===== src/rtl/ltme_pkg.sv =====
// Purpose: Shared constants and types of the limit timer mode engine
// Assumes: AXI4-Lite register access with 32-bit data, byte addresses
// Notes:   Each number lives here once; the design refers to it by name
package ltme_pkg;

  // Register byte offsets
  localparam logic [4:0] LTME_OFS_CTRL   = 5'h00; // Run-enable and mode
  localparam logic [4:0] LTME_OFS_PERIOD = 5'h04; // Period value
  localparam logic [4:0] LTME_OFS_COUNT  = 5'h08; // Count value, read and load
  localparam logic [4:0] LTME_OFS_STATUS = 5'h0C; // Live engine state
  localparam logic [4:0] LTME_OFS_PWIDTH = 5'h10; // Pulse-width compare

  // Control register fields
  localparam int LTME_CTRL_RUN_BIT = 7;  // Run-enable bit position
  localparam int LTME_CTRL_MODE_LO = 0;  // Mode field low bit
  localparam int LTME_CTRL_MODE_HI = 4;  // Mode field high bit

  // Status register fields
  localparam int LTME_STAT_COUNTING = 0; // Count advanced this tick
  localparam int LTME_STAT_ARMED    = 1; // Edge start has been seen
  localparam int LTME_STAT_EXT      = 2; // Filtered external level
  localparam int LTME_STAT_PULSE    = 3; // Pulse output level
  localparam int LTME_STAT_RUN_SYNC = 4; // Run-enable as seen by the engine

  // Values after reset
  localparam logic [7:0] LTME_RST_COUNT  = 8'h00;
  localparam logic [7:0] LTME_RST_PERIOD = 8'hFF;
  localparam logic [7:0] LTME_RST_PWIDTH = 8'h00;
  localparam logic [4:0] LTME_RST_MODE   = 5'h00;

  // Timing: restart delay after a hardware clear, in timer clocks
  localparam logic [1:0] LTME_RESTART_CLKS = 2'h2;
  // Timing: a held reset level clears the count after this many timer clocks
  localparam logic [1:0] LTME_LEVEL_CLKS   = 2'h2;
  // Timing: run-enable sync stages, in timer clocks
  localparam int         LTME_RUN_SYNC_CLKS = 2;

  // AXI responses
  localparam logic [1:0] LTME_RESP_OKAY   = 2'h0;
  localparam logic [1:0] LTME_RESP_SLVERR = 2'h2;

  // Operating modes, 5-bit code
  typedef enum logic [4:0] {
    LTME_M_SW_GATE   = 5'b00000, // Software gate
    LTME_M_GATE_HI   = 5'b00001, // Held while input high
    LTME_M_GATE_LO   = 5'b00010, // Held while input low
    LTME_M_EDGE_ANY  = 5'b00011, // Clear on either edge
    LTME_M_EDGE_RISE = 5'b00100, // Clear on rising edge
    LTME_M_EDGE_FALL = 5'b00101, // Clear on falling edge
    LTME_M_LVL_LO    = 5'b00110, // Held clear while low
    LTME_M_LVL_HI    = 5'b00111, // Held clear while high
    LTME_M_OS_SW     = 5'b01000, // Software start one-shot
    LTME_M_OS_RISE   = 5'b01001, // Rising edge start one-shot
    LTME_M_OS_FALL   = 5'b01010, // Falling edge start one-shot
    LTME_M_OS_ANY    = 5'b01011, // Any edge start one-shot
    LTME_M_OSL_RISE  = 5'b01100, // Rising start and clear one-shot
    LTME_M_OSL_FALL  = 5'b01101  // Falling start and clear one-shot
  } ltme_mode_t;

endpackage


===== src/rtl/ltme_top.sv =====
// Purpose: Limit timer mode engine: 8-bit period timer with gate, limit and one-shot modes
// Assumes: Timer clock is aclk qualified by clk_en; software on AXI4-Lite
// Notes:   The external input is a pin and is filtered by three flops
//
// Overview of operation
// - Mode 00000 counts while run-enable set
// - Free-running: after period match reload zero
// - Gate modes also hold on input level
// - Edge limit modes clear count on edge
// - After edge clear, counting restarts two clocks later
// - Level limit modes hold count cleared
// - Level limit ignores input while run clear
// - Level clear at match or after two clocks
// - Level resume after match or two clocks
// - Software one-shot clears count and run-enable
// - Software one-shot pause resumes from held value
// - New one-shot cycle needs run-enable set again
// - Edge one-shot starts on edge after enable
// - Edge one-shot pause needs a new edge
// - Limit one-shot: first edge starts, later clear
// - Limit one-shot resumes two clocks after clearing
// - Limit one-shot match clears run, ignores edges
// - Run sets synchronised two clocks, clears at once; input changes four
// - Pulse stays high through held level reset
// - One-shot match stops count at zero
// - Period any value zero to 255
`timescale 1ns/1ps
module ltme_top #(
  parameter int CNT_W = 8 // Count and period width
) (
  input  logic             aclk,           // Bus and timer clock
  input  logic             aresetn,        // Synchronous reset, low active
  input  logic             clk_en,         // Timer clock qualifier, freezes all
  input  logic             ext_reset_line, // External reset input pin
  input  logic [4:0]       s_axi_awaddr,
  input  logic             s_axi_awvalid,
  output logic             s_axi_awready,
  input  logic [31:0]      s_axi_wdata,
  input  logic [3:0]       s_axi_wstrb,
  input  logic             s_axi_wvalid,
  output logic             s_axi_wready,
  output logic [1:0]       s_axi_bresp,
  output logic             s_axi_bvalid,
  input  logic             s_axi_bready,
  input  logic [4:0]       s_axi_araddr,
  input  logic             s_axi_arvalid,
  output logic             s_axi_arready,
  output logic [31:0]      s_axi_rdata,
  output logic [1:0]       s_axi_rresp,
  output logic             s_axi_rvalid,
  input  logic             s_axi_rready,
  output logic [CNT_W-1:0] count_value,    // Live count
  output logic             postscaled_match_out, // One-tick pulse at period match
  output logic             pulse_out       // Pulse drive for a compare unit
);

  // Software-visible state
  logic             run_en_q;     // Run-enable bit
  logic [4:0]       mode_q;       // Mode code
  logic [CNT_W-1:0] period_value; // Period register
  logic [CNT_W-1:0] pwidth_q;     // Pulse-width compare
  logic [CNT_W-1:0] count_q;      // Counter
  logic             pulse_q;      // Pulse drive level
  logic             match_q;      // Registered match pulse

  localparam int LTME_SYNC_N = ltme_pkg::LTME_RUN_SYNC_CLKS;

  // Engine state
  logic [LTME_SYNC_N-1:0] run_pipe_q;  // Run-enable sync pipeline
  logic [2:0]            ext_ff_q;     // External input synchroniser
  logic                  ext_q;        // Filtered external level
  logic                  ext_prev_q;   // Previous filtered level
  logic                  armed_q;      // Edge start seen since enable
  logic [1:0]            dly_q;        // Restart delay remaining
  logic [1:0]            age_q;        // Ticks the reset level has held
  logic                  hw_clr;       // Engine clears run-enable this tick
  logic                  counting;     // Count advances this tick

  // Bus handshake state
  logic        aw_held_q;
  logic [4:0]  aw_addr_q;
  logic        w_held_q;
  logic [31:0] w_data_q;
  logic [3:0]  w_strb_q;
  logic        wr_go;        // Both halves of a write present

  // Pin filter: a change counts once stages two and three agree
  always_ff @(posedge aclk) begin
    if (!aresetn) begin
      ext_ff_q <= 3'h0;
      ext_q    <= 1'b0;
    end else if (clk_en) begin
      ext_ff_q <= {ext_ff_q[1:0], ext_reset_line};
      if (ext_ff_q[1] == ext_ff_q[2]) begin
        ext_q <= ext_ff_q[2];
      end
    end
  end

  // Previous level for edge detection
  always_ff @(posedge aclk) begin
    if (!aresetn) begin
      ext_prev_q <= 1'b0;
    end else if (clk_en) begin
      ext_prev_q <= ext_q;
    end
  end

  // Run-enable reaches the engine two ticks after a set
  always_ff @(posedge aclk) begin
    if (!aresetn) begin
      run_pipe_q <= '0;
    end else if (clk_en) begin
      run_pipe_q <= {run_pipe_q[LTME_SYNC_N-2:0], run_en_q};
    end
  end

  // A clear acts at once so a stopped one-shot never overruns
  logic run_s;
  logic rise_e;
  logic fall_e;
  logic match;
  logic rst_lvl;
  assign run_s   = run_pipe_q[LTME_SYNC_N-1] & run_en_q;
  assign rise_e  = ext_q & ~ext_prev_q;
  assign fall_e  = ~ext_q & ext_prev_q;
  assign match   = (count_q == period_value);
  assign rst_lvl = (mode_q == ltme_pkg::LTME_M_LVL_LO) ? ~ext_q : ext_q;

  // Mode decode: start edge, clear edge, gate level
  logic gate_ok;
  logic start_edge;
  logic clear_edge;
  always_comb begin
    gate_ok    = 1'b1;
    start_edge = 1'b0;
    clear_edge = 1'b0;
    case (mode_q)
      ltme_pkg::LTME_M_GATE_HI:   gate_ok = ~ext_q;
      ltme_pkg::LTME_M_GATE_LO:   gate_ok = ext_q;
      ltme_pkg::LTME_M_EDGE_ANY:  clear_edge = rise_e | fall_e;
      ltme_pkg::LTME_M_EDGE_RISE: clear_edge = rise_e;
      ltme_pkg::LTME_M_EDGE_FALL: clear_edge = fall_e;
      ltme_pkg::LTME_M_OS_RISE:   start_edge = rise_e;
      ltme_pkg::LTME_M_OS_FALL:   start_edge = fall_e;
      ltme_pkg::LTME_M_OS_ANY:    start_edge = rise_e | fall_e;
      ltme_pkg::LTME_M_OSL_RISE: begin
        start_edge = rise_e;
        clear_edge = rise_e;
      end
      ltme_pkg::LTME_M_OSL_FALL: begin
        start_edge = fall_e;
        clear_edge = fall_e;
      end
      default: gate_ok = 1'b1;
    endcase
  end

  // Engine: one decision per timer clock
  logic [CNT_W-1:0] count_d;
  logic             armed_d;
  logic [1:0]       dly_d;
  logic [1:0]       age_d;
  logic             restart; // Count restarts from zero, pulse goes high
  always_comb begin
    count_d  = count_q;
    armed_d  = armed_q;
    dly_d    = (dly_q != 2'h0) ? dly_q - 2'h1 : 2'h0;
    age_d    = age_q;
    hw_clr   = 1'b0;
    counting = 1'b0;
    restart  = 1'b0;
    case (mode_q)
      ltme_pkg::LTME_M_SW_GATE, ltme_pkg::LTME_M_GATE_HI, ltme_pkg::LTME_M_GATE_LO: begin
        if (run_s && gate_ok) begin
          counting = 1'b1;
          count_d  = match ? '0 : count_q + 1'b1;
          restart  = match;
        end
      end
      ltme_pkg::LTME_M_EDGE_ANY, ltme_pkg::LTME_M_EDGE_RISE, ltme_pkg::LTME_M_EDGE_FALL: begin
        if (run_s) begin
          if (clear_edge && !match) begin
            count_d = '0;
            dly_d   = ltme_pkg::LTME_RESTART_CLKS;
          end else if (dly_q == 2'h0) begin
            counting = 1'b1;
            count_d  = match ? '0 : count_q + 1'b1;
            restart  = match;
          end else if (dly_q == 2'h1) begin
            restart = 1'b1;
          end
        end
      end
      ltme_pkg::LTME_M_LVL_LO, ltme_pkg::LTME_M_LVL_HI: begin
        if (run_s) begin
          if (rst_lvl) begin
            age_d = (age_q == ltme_pkg::LTME_LEVEL_CLKS) ? age_q : age_q + 2'h1;
            dly_d = ltme_pkg::LTME_RESTART_CLKS;
            if (age_d == ltme_pkg::LTME_LEVEL_CLKS) begin
              count_d = '0;
            end
          end else begin
            age_d = 2'h0;
            if (dly_q == 2'h0) begin
              counting = 1'b1;
              count_d  = match ? '0 : count_q + 1'b1;
              restart  = match;
            end else if (dly_q == 2'h1) begin
              restart = 1'b1;
            end
          end
        end
      end
      ltme_pkg::LTME_M_OS_SW: begin
        if (run_s) begin
          counting = 1'b1;
          count_d  = match ? '0 : count_q + 1'b1;
          hw_clr   = match;
        end
      end
      ltme_pkg::LTME_M_OS_RISE, ltme_pkg::LTME_M_OS_FALL, ltme_pkg::LTME_M_OS_ANY: begin
        if (!run_s) begin
          armed_d = 1'b0;
        end else if (!armed_q) begin
          armed_d = start_edge;
        end else begin
          counting = 1'b1;
          count_d  = match ? '0 : count_q + 1'b1;
          hw_clr   = match;
          armed_d  = ~match;
        end
      end
      ltme_pkg::LTME_M_OSL_RISE, ltme_pkg::LTME_M_OSL_FALL: begin
        if (!run_s) begin
          armed_d = 1'b0;
        end else if (!armed_q) begin
          armed_d = start_edge;
        end else if (clear_edge && !match) begin
          count_d = '0;
          dly_d   = ltme_pkg::LTME_RESTART_CLKS;
        end else if (dly_q == 2'h0) begin
          counting = 1'b1;
          count_d  = match ? '0 : count_q + 1'b1;
          hw_clr   = match;
          armed_d  = ~match;
        end else if (dly_q == 2'h1) begin
          restart = 1'b1;
        end
      end
      default: begin
        count_d = count_q;
        dly_d   = 2'h0;
      end
    endcase
  end

  // Engine registers
  always_ff @(posedge aclk) begin
    if (!aresetn) begin
      armed_q <= 1'b0;
      dly_q   <= 2'h0;
      age_q   <= 2'h0;
      match_q <= 1'b0;
    end else if (clk_en) begin
      armed_q <= armed_d;
      dly_q   <= dly_d;
      age_q   <= age_d;
      match_q <= counting & match;
    end
  end

  // Count: a software write loads it, else the engine steps it
  always_ff @(posedge aclk) begin
    if (!aresetn) begin
      count_q <= ltme_pkg::LTME_RST_COUNT;
    end else if (clk_en) begin
      if (wr_go && aw_addr_q == ltme_pkg::LTME_OFS_COUNT && w_strb_q[0]) begin
        count_q <= w_data_q[CNT_W-1:0];
      end else begin
        count_q <= count_d;
      end
    end
  end

  // Pulse: set on restart or start, cleared when the count reaches compare
  // A held count cannot reach compare, so a held reset stretches the pulse
  always_ff @(posedge aclk) begin
    if (!aresetn) begin
      pulse_q <= 1'b0;
    end else if (clk_en) begin
      if (counting && count_d == pwidth_q) begin
        pulse_q <= 1'b0;
      end else if (restart || (!armed_q && armed_d) || (counting && count_q == '0 && !pulse_q
                   && mode_q == ltme_pkg::LTME_M_OS_SW)) begin
        pulse_q <= 1'b1;
      end
    end
  end

  // Control; a software set wins over a hardware clear in one tick
  always_ff @(posedge aclk) begin
    if (!aresetn) begin
      run_en_q <= 1'b0;
      mode_q   <= ltme_pkg::LTME_RST_MODE;
    end else if (clk_en) begin
      if (wr_go && aw_addr_q == ltme_pkg::LTME_OFS_CTRL && w_strb_q[0]) begin
        run_en_q <= w_data_q[ltme_pkg::LTME_CTRL_RUN_BIT];
        mode_q   <= w_data_q[ltme_pkg::LTME_CTRL_MODE_HI:ltme_pkg::LTME_CTRL_MODE_LO];
      end else if (hw_clr) begin
        run_en_q <= 1'b0;
      end
    end
  end

  // Period and compare registers
  always_ff @(posedge aclk) begin
    if (!aresetn) begin
      period_value <= ltme_pkg::LTME_RST_PERIOD;
      pwidth_q     <= ltme_pkg::LTME_RST_PWIDTH;
    end else if (clk_en && wr_go && w_strb_q[0]) begin
      if (aw_addr_q == ltme_pkg::LTME_OFS_PERIOD) begin
        period_value <= w_data_q[CNT_W-1:0];
      end
      if (aw_addr_q == ltme_pkg::LTME_OFS_PWIDTH) begin
        pwidth_q <= w_data_q[CNT_W-1:0];
      end
    end
  end

  // Write channel capture: address and data taken in either order
  assign wr_go = aw_held_q & w_held_q & ~s_axi_bvalid;
  always_ff @(posedge aclk) begin
    if (!aresetn) begin
      aw_held_q <= 1'b0;
      aw_addr_q <= 5'h00;
      w_held_q  <= 1'b0;
      w_data_q  <= 32'h0;
      w_strb_q  <= 4'h0;
    end else if (clk_en) begin
      if (s_axi_awvalid && s_axi_awready) begin
        aw_held_q <= 1'b1;
        aw_addr_q <= {s_axi_awaddr[4:2], 2'h0};
      end else if (wr_go) begin
        aw_held_q <= 1'b0;
      end
      if (s_axi_wvalid && s_axi_wready) begin
        w_held_q <= 1'b1;
        w_data_q <= s_axi_wdata;
        w_strb_q <= s_axi_wstrb;
      end else if (wr_go) begin
        w_held_q <= 1'b0;
      end
    end
  end

  // Ready flags: low while a half is held, so one write is under way at a time
  always_ff @(posedge aclk) begin
    if (!aresetn) begin
      s_axi_awready <= 1'b0;
      s_axi_wready  <= 1'b0;
    end else if (clk_en) begin
      s_axi_awready <= ~(aw_held_q | (s_axi_awvalid & s_axi_awready)) & ~s_axi_bvalid;
      s_axi_wready  <= ~(w_held_q | (s_axi_wvalid & s_axi_wready)) & ~s_axi_bvalid;
    end
  end

  // Write response
  logic wr_mapped;
  assign wr_mapped = (aw_addr_q == ltme_pkg::LTME_OFS_CTRL) ||
                     (aw_addr_q == ltme_pkg::LTME_OFS_PERIOD) ||
                     (aw_addr_q == ltme_pkg::LTME_OFS_COUNT) ||
                     (aw_addr_q == ltme_pkg::LTME_OFS_PWIDTH);
  always_ff @(posedge aclk) begin
    if (!aresetn) begin
      s_axi_bvalid <= 1'b0;
      s_axi_bresp  <= ltme_pkg::LTME_RESP_OKAY;
    end else if (clk_en) begin
      if (wr_go) begin
        s_axi_bvalid <= 1'b1;
        s_axi_bresp  <= wr_mapped ? ltme_pkg::LTME_RESP_OKAY : ltme_pkg::LTME_RESP_SLVERR;
      end else if (s_axi_bready) begin
        s_axi_bvalid <= 1'b0;
      end
    end
  end

  // Read data mux
  logic [31:0] rd_d;
  logic        rd_ok;
  always_comb begin
    rd_d  = 32'h0;
    rd_ok = 1'b1;
    case ({s_axi_araddr[4:2], 2'h0})
      ltme_pkg::LTME_OFS_CTRL: begin
        rd_d[ltme_pkg::LTME_CTRL_RUN_BIT] = run_en_q;
        rd_d[ltme_pkg::LTME_CTRL_MODE_HI:ltme_pkg::LTME_CTRL_MODE_LO] = mode_q;
      end
      ltme_pkg::LTME_OFS_PERIOD: rd_d[CNT_W-1:0] = period_value;
      ltme_pkg::LTME_OFS_COUNT:  rd_d[CNT_W-1:0] = count_q;
      ltme_pkg::LTME_OFS_PWIDTH: rd_d[CNT_W-1:0] = pwidth_q;
      ltme_pkg::LTME_OFS_STATUS: begin
        rd_d[ltme_pkg::LTME_STAT_COUNTING] = counting;
        rd_d[ltme_pkg::LTME_STAT_ARMED]    = armed_q;
        rd_d[ltme_pkg::LTME_STAT_EXT]      = ext_q;
        rd_d[ltme_pkg::LTME_STAT_PULSE]    = pulse_q;
        rd_d[ltme_pkg::LTME_STAT_RUN_SYNC] = run_s;
      end
      default: rd_ok = 1'b0;
    endcase
  end

  // Read channel: one read at a time, data one cycle after the address
  always_ff @(posedge aclk) begin
    if (!aresetn) begin
      s_axi_arready <= 1'b0;
      s_axi_rvalid  <= 1'b0;
      s_axi_rdata   <= 32'h0;
      s_axi_rresp   <= ltme_pkg::LTME_RESP_OKAY;
    end else if (clk_en) begin
      if (s_axi_arvalid && s_axi_arready) begin
        s_axi_arready <= 1'b0;
        s_axi_rvalid  <= 1'b1;
        s_axi_rdata   <= rd_d;
        s_axi_rresp   <= rd_ok ? ltme_pkg::LTME_RESP_OKAY : ltme_pkg::LTME_RESP_SLVERR;
      end else if (s_axi_rvalid) begin
        if (s_axi_rready) begin
          s_axi_rvalid <= 1'b0;
        end
      end else begin
        s_axi_arready <= 1'b1;
      end
    end
  end

  // Timer outputs, all from flops
  assign count_value          = count_q;
  assign postscaled_match_out = match_q;
  assign pulse_out            = pulse_q;

endmodule


===== config.mk =====
export PLATFORM = sky130hd
export DESIGN_NAME = ltme_top
export DESIGN_NICKNAME = d
export VERILOG_FILES = /design/src/rtl/ltme_pkg.sv /design/src/rtl/ltme_top.sv
export SDC_FILE = /design/constraint.sdc
export NUM_CORES = 1
export LEC_CHECK = 0
export ABC_AREA = 1
export BUFFER_PORTS_ARGS = -buffer_cell sky130_fd_sc_hd__clkbuf_2
export CORE_MARGIN = 10
export CORE_UTILIZATION = 45
export CTS_CLUSTER_DIAMETER = 200
export CTS_CLUSTER_SIZE = 8
export DETAILED_ROUTE_END_ITERATION = 6
export PLACE_DENSITY_LB_ADDON = 0.3
export SETUP_SLACK_MARGIN = 0.02
export SYNTH_ARGS = -nofsm -noshare
export SYNTH_HDL_FRONTEND = slang
export SYNTH_SLANG_ARGS = --single-unit

===== constraint.sdc =====
create_clock -name aclk -period 2.7 [get_ports aclk]
set_input_delay 0.405 -clock aclk [delete_from_list [all_inputs] [get_ports aclk]]
set_output_delay 0.405 -clock aclk [all_outputs]
set_load 0.1 [all_outputs]

==> results of run 1 <==
==> sequential cells by signal, summed over array words and instances (netlist names), 2 cells and up <==
register / cells
w_data_q: 8
aw_addr_q: 3
dly_q: 2
pwidth_q: 8
ext_ff_q: 3
s_axi_rdata: 8
period_value: 8
count_value: 8
age_q: 2
mode_q: 5
run_pipe_q: 2
==> worst max-delay path, stage by stage, from the launching register on <==
cell and delay (ns):
dfxtp_1 0.54, nand2_4 0.11, nor2_4 0.15, nand3_2 0.12, nand2_1 0.18, inv_2 0.09, nor2_4 0.22, nand2_1 0.08
nand3_1 0.10, o21ai_2 0.08, a21oi_2 0.24, nand2_1 0.09, nor2_1 0.09, nand3_1 0.12, nor2_2 0.11, a21oi_2 0.05
==> cells in the mapped netlist, drive strengths merged <==
library cell / count / area (um^2)
buf: 43 / 300
a31oi: 2 / 12.5
nor3: 13 / 76.3
ha: 5 / 62.6
o41ai: 1 / 8.76
a21oi: 87 / 443
xor2: 3 / 26.3
o2111ai: 1 / 8.76
o21ai: 67 / 339
inv: 84 / 320
a21boi: 1 / 7.51
or2: 1 / 6.26
conb: 1 / 3.75
clkbuf: 18 / 68.8
dfxtp: 73 / 1460
and2: 1 / 6.26
nor4: 3 / 25.0
o21bai: 1 / 7.51
xnor2: 5 / 43.8
clkinv: 3 / 12.5
o221ai: 5 / 43.8
nand2: 246 / 953
nand4: 6 / 37.5
o22ai: 7 / 43.8
a211oi: 4 / 30.0
o211ai: 13 / 97.6
o31ai: 1 / 7.51
nand3: 64 / 340
nand3b: 2 / 15.0
nor2: 64 / 280
a22oi: 2 / 15.0
a41oi: 1 / 8.76
==> kinds of logic after synthesis <==
group,share of synthesized area (%)
other,0.0733
AND/OR/NAND/NOR,34.0
XOR/XNOR,1.37
flip-flops,28.6
adder cells (fa/ha/maj),1.22
AO/OA/AOI/OAI,21.0
buffers and inverters,13.7
==> power breakdown <==
part           switching [uW]  internal [uW]
clock network             443            803
logic                     297           49.1
registers                15.4           1100
total                     756           1950
==> how the worst min path moves through the flow <==
| stage | start | to | slack [ns] | depth (start not counted) |
|---|---|---|---|---|
| after floorplan | age_q[0]$_SDFFE_PN0P_ | age_q[0]$_SDFFE_PN0P_ | 0.44 | 2 |
| after global placement | s_axi_rdata[4]$_SDFFE_PN0P_ | s_axi_rdata[4]$_SDFFE_PN0P_ | 0.45 | 2 |
| after detailed placement | s_axi_rdata[3]$_SDFFE_PN0P_ | s_axi_rdata[3]$_SDFFE_PN0P_ | 0.45 | 2 |
| after CTS | ext_reset_line | ext_ff_q[0]$_SDFFE_PN0P_ | 0.30 | 3 |
| after global routing | ext_reset_line | ext_ff_q[0]$_SDFFE_PN0P_ | 0.30 | 3 |
| final | ext_reset_line | ext_ff_q[0]$_SDFFE_PN0P_ | 0.29 | 3 |
==> per-stage QoR <==
stage | std cells | hold slack, ns | worst slack [ns]
after floorplan | 853 | 0.445 | 0.0643
after global placement | 1021 | 0.454 | 0.272
after detailed placement | 1021 | 0.454 | 0.251
after CTS | 1036 | 0.295 | 0.218
after global routing | 1036 | 0.302 | 0.0377
final | 1036 | 0.294 | 0.212
==> layout make-up <==
cell class,instances,area (um^2)
clock buffers,10,229
clock inverters,5,81.3
fillers,1150,5090
inverters,87,333
multi-input cells,632,3050
flip-flops and latches,73,1480
well taps,140,175
repair buffers,89,552
==> what timing repair did <==
| action | CTS | global route |
|---|---|---|
| resized for setup | 0 | 7 |
| setup endpoints to repair | 0 | 3 |
| buffers inserted | 0 | 0 |
==> layer usage <==
metal / share of wire (%) / routed length (um) / vias up / global-route usage (%)
met2: 45 / 7620 / 263 / 32.6
met4: 3.3 / 556 / 0 / 8.31
met1: 43 / 7170 / 2527 / 26.0
met5: 0 / 0 / - / 0
met3: 8.4 / 1400 / 48 / 3.87
li1: - / - / 2804 / -
==> reports/results.txt, run 1 <==
Outcome - completed
Die height - 127 um
YS warnings - 0
Final Hold Vio Count - 0
# setup viols final - 0
Critical Path AT - 2.71 ns
Worst Skew - 0.00948 ns
Rows - 38
Crit share post-route - 92.2%
Sequential share of the synthesized area - 28.6%
Largest net degree at the start of global routing - 32
Initial core utilization - 46.6%
Global-route wire length before repair - 27,100 um
Iter 0 DRT Violations - 553
Reg2reg start - mode_q[2]$_SDFFE_PN0P_
Crit Path Category - reg -> reg
R2r worst-path depth - 15
Peak VDD IR - 0.421 mV
GR Overflow Total - 0
Average size of a mapped cell - 6.18 um^2
Ant. Diodes - 0
CTS tree - yes
Number of buffers created by CTS - 9
Sink Count - 73
# DRC - 0
Port buffer count - 48
Required time worst endpoint - 2.92 ns
Most frequent cells in the layout - nand2_1, a21oi_1, inv_1
CP Launch Point - mode_q[2]$_SDFFE_PN0P_
Clock latency on the worst-skew pair - 0.33 ns
Max cap viols - 0
# IOs - 106
Post-synth cell types - 49
Post-Layout Inst Area - 0.00590 mm^2
Max-slew violation count - 0
TNS Setup - 0 ns
Overall via count from detail_route - 5,642
Initial antenna violation count - 0
Routed Antenna Nets - 0
Critical Path Sink - pulse_out$_SDFFE_PN0P_
Crit path time final - 2.49 ns
Yosys reg bits - 73
Hold Path Class - in -> reg
Clock root buffer master - clkbuf_16
RSZ-0062 raised after global routing - false
Fmax - 402 MHz
Final core utilization - 53.7%
WL final - 16,700 um
Leak Pwr - 0.00266 uW
Total die area - 0.0160 mm^2
Worst-margin pin slew - 0.635 ns
Gpl congestion - 0.982
First drt pass iteration count - 6
Worst-path clk slew - 0.06 ns
Number of global-route vias before repair - 5,375
Post-DP HPWL - 12,500 um
Fraction of layout instances using a drive strength above 1 - 17.6%
Commonest non-fill, non-tap cell in the layout - nand2_1
Flop-to-flop setup slack - 0.21 ns
Vias per cell - 5.45
Avg WL per Cell - 16.2 um
Area growth syn-to-layout - 15.3%
Netlist Area Pre-Place - 0.00511 mm^2
Core Footprint - 0.0110 mm^2
H-tree Lvls - 3
Pwr Density - 459 mW/mm^2
CTS Hold Bufs - 0
Post-DP Area - 0.00557 mm^2
Total track usage - 20.3%
Crit start category - register
Cells after Synth - 828
Crit-path max FO - 6
CTS max path bufs - 2
Normalized max-slew margin - 57.6%
R2r endpoint - pulse_out$_SDFFE_PN0P_
Die X - 127 um
Total power - 2710 uW
Worst Setup End Kind - register
Nets - 952
No activity file was read; power rests on OpenSTA's default activity.
==> run 2, diff against run 1 <==
--- a/config.mk
+++ b/config.mk
@@ -9,6 +9,7 @@
 export BUFFER_PORTS_ARGS = -buffer_cell sky130_fd_sc_hd__clkbuf_2
 export CORE_MARGIN = 10
 export CORE_UTILIZATION = 45
+export CTS_BUF_LIST = sky130_fd_sc_hd__clkbuf_4
 export CTS_CLUSTER_DIAMETER = 200
 export CTS_CLUSTER_SIZE = 8
 export DETAILED_ROUTE_END_ITERATION = 6
==> constraint.sdc (replaced) <==
create_clock -name aclk -period 2.6 [get_ports aclk]
set_input_delay 0.39 -clock aclk [delete_from_list [all_inputs] [get_ports aclk]]
set_output_delay 0.39 -clock aclk [all_outputs]
set_load 0.1 [all_outputs]
==> run 2 against run 1 <==
- die area stayed put
- clock-buffer cell count is 1 higher
- sequential share of layout area increased by 0.62 points
- sequential power up 4%
- critical path depth increased by 3
- register-to-register slack improved by 0.03 ns
- design area is 2.2% lower
- non-clock buffer count up 4
- largest power group is now registers
- critical endpoint unchanged
==> reports/results.txt, run 2 (synthesis results as in run 1) <==
Port buffer count - 48
Gpl congestion - 0.980
CP dominant cell by count - nand2_1
First drt pass iteration count - 6
Fraction of layout instances using a drive strength above 1 - 18.6%
WL final - 15,900 um
Overall via count from detail_route - 5,521
Largest net degree at the start of global routing - 32
Fillers - 1,174
Normalized max-slew margin - 57.7%
Iter 0 DRT Violations - 490
# IOs - 106
Die X - 127 um
Required time worst endpoint - 2.97 ns
Crit path time final - 2.36 ns
Crit-path max cell delay - 0.44 ns
Max cap viols - 0
Total die area - 0.0160 mm^2
Crit-path max FO - 10
Rows - 38
Number of global-route vias before repair - 5,187
CTS Hold Bufs - 0
Worst Setup End Kind - register
CP delay by family, top - simple AND/OR/NAND/NOR gates
Area growth syn-to-layout - 12.7%
Crit share post-route - 90.8%
Hold Path Class - in -> reg
Core Footprint - 0.0110 mm^2
# DRC - 0
Peak VDD IR - 0.434 mV
Critical Path AT - 2.74 ns
Final Hold Vio Count - 0
Post-Layout Inst Area - 0.00576 mm^2
Worst-path clk slew - 0.12 ns
# setup viols final - 0
CTS max path bufs - 2
Hold_ws - 0.184 ns
Total power - 2230 uW
GR Overflow Total - 0
Fmax - 424 MHz
Most frequent cells in the layout - nand2_1, a21oi_1, inv_1
Crit Path Category - reg -> reg
Outcome - completed
Avg WL per Cell - 15.3 um
Routed Antenna Nets - 0
Number of buffers created by CTS - 9
Initial antenna violation count - 0
Clock latency on the worst-skew pair - 0.42 ns
Nets - 956
CP bufs+invs - 2
Pwr Density - 387 mW/mm^2
Worst Skew - 0.0173 ns
Initial core utilization - 46.6%
Commonest non-fill, non-tap cell in the layout - nand2_1
Clock root buffer master - clkbuf_4
Vias per cell - 5.30
Post-DP HPWL - 12,300 um
Leak Pwr - 0.00262 uW
Total track usage - 19.3%
Sink Count - 73
Worst-margin pin slew - 0.633 ns
Die height - 127 um
TNS Setup - 0 ns
Max-slew violation count - 0
Global-route wire length before repair - 25,900 um
Final core utilization - 52.5%
RSZ-0062 raised after global routing - true
Post-DP Area - 0.00560 mm^2
H-tree Lvls - 3
CTS tree - yes
Ant. Diodes - 0
Crit start category - register
Critical-path cell list - inv_2, nor2_2, nand2_1, nand2_1, nand2_1, nand2_2, inv_2, nand2_1, nand2_1, nand3_1, nor2_1, a21oi_1, nand2_1, nand2_1, nand2_1, nand3_1, nor2_2, a21oi_2
Slowest cell on crit path - dfxtp_2
## run 2: per-stage QoR
step,instances,setup slack (ns)
4_1_cts,1041,0.186
6_report,1041,0.239
3_3_place_gp,1025,0.201
2_1_floorplan,853,0.194
3_5_place_dp,1025,0.192
5_1_grt,1041,0.0101
## run 2: routing by layer
metal  vias up  routed length, um  GRT usage (%)
li1       2833                  -              -
met1      2427               7050           24.4
met2       224               7220           31.5
met3        37               1210           4.50
met4         0                436           6.90
met5         -                  0              0
## run 2: worst reg2reg max path: stages, from the launching register on
cell and delay (ns):
dfxtp_2 0.44, inv_2 0.11, nor2_2 0.15, nand2_1 0.07, nand2_1 0.07, nand2_1 0.08, nand2_2 0.20, inv_2 0.15
nand2_1 0.09, nand2_1 0.05, nand3_1 0.11, nor2_1 0.07, a21oi_1 0.19, nand2_1 0.14, nand2_1 0.08, nand2_1 0.05
nand3_1 0.12, nor2_2 0.05, a21oi_2 0.10
## run 2: layout make-up
cell class              count  area, um^2  area share, %
multi-input cells         632        3060           53.1
flip-flops and latches     73        1480           25.7
repair buffers             93         578           10.0
inverters                  87         333           5.78
well taps                 140         175           3.04
clock buffers              11        82.6           1.43
clock inverters             5        55.1          0.955
## run 2: timing repair
item                                    in CTS  in global routing
setup buffers                                0                  0
endpoints found under the setup margin       0                  6
gates resized for setup                      0                  9
## run 2: path summary, 6_finish.rpt
path / cells past startpoint / end / slack, ns / startpoint
worst max-delay path: 18 / pulse_out$_SDFFE_PN0P_ / 0.24 / mode_q[1]$_SDFFE_PN0P_
worst min-delay path: 3 / ext_ff_q[0]$_SDFFE_PN0P_ / 0.18 / ext_reset_line
worst min register to register: 2 / age_q[0]$_SDFFE_PN0P_ / 0.47 / age_q[0]$_SDFFE_PN0P_
worst max register to register: 18 / pulse_out$_SDFFE_PN0P_ / 0.24 / mode_q[1]$_SDFFE_PN0P_
## run 2: report_power, final
group | internal, uW | total [uW] | switching (uW)
Combinational | 52.3 | 359 | 307
Clock | 314 | 719 | 405
Sequential | 1140 | 1150 | 14.2
Total | 1500 | 2230 | 726
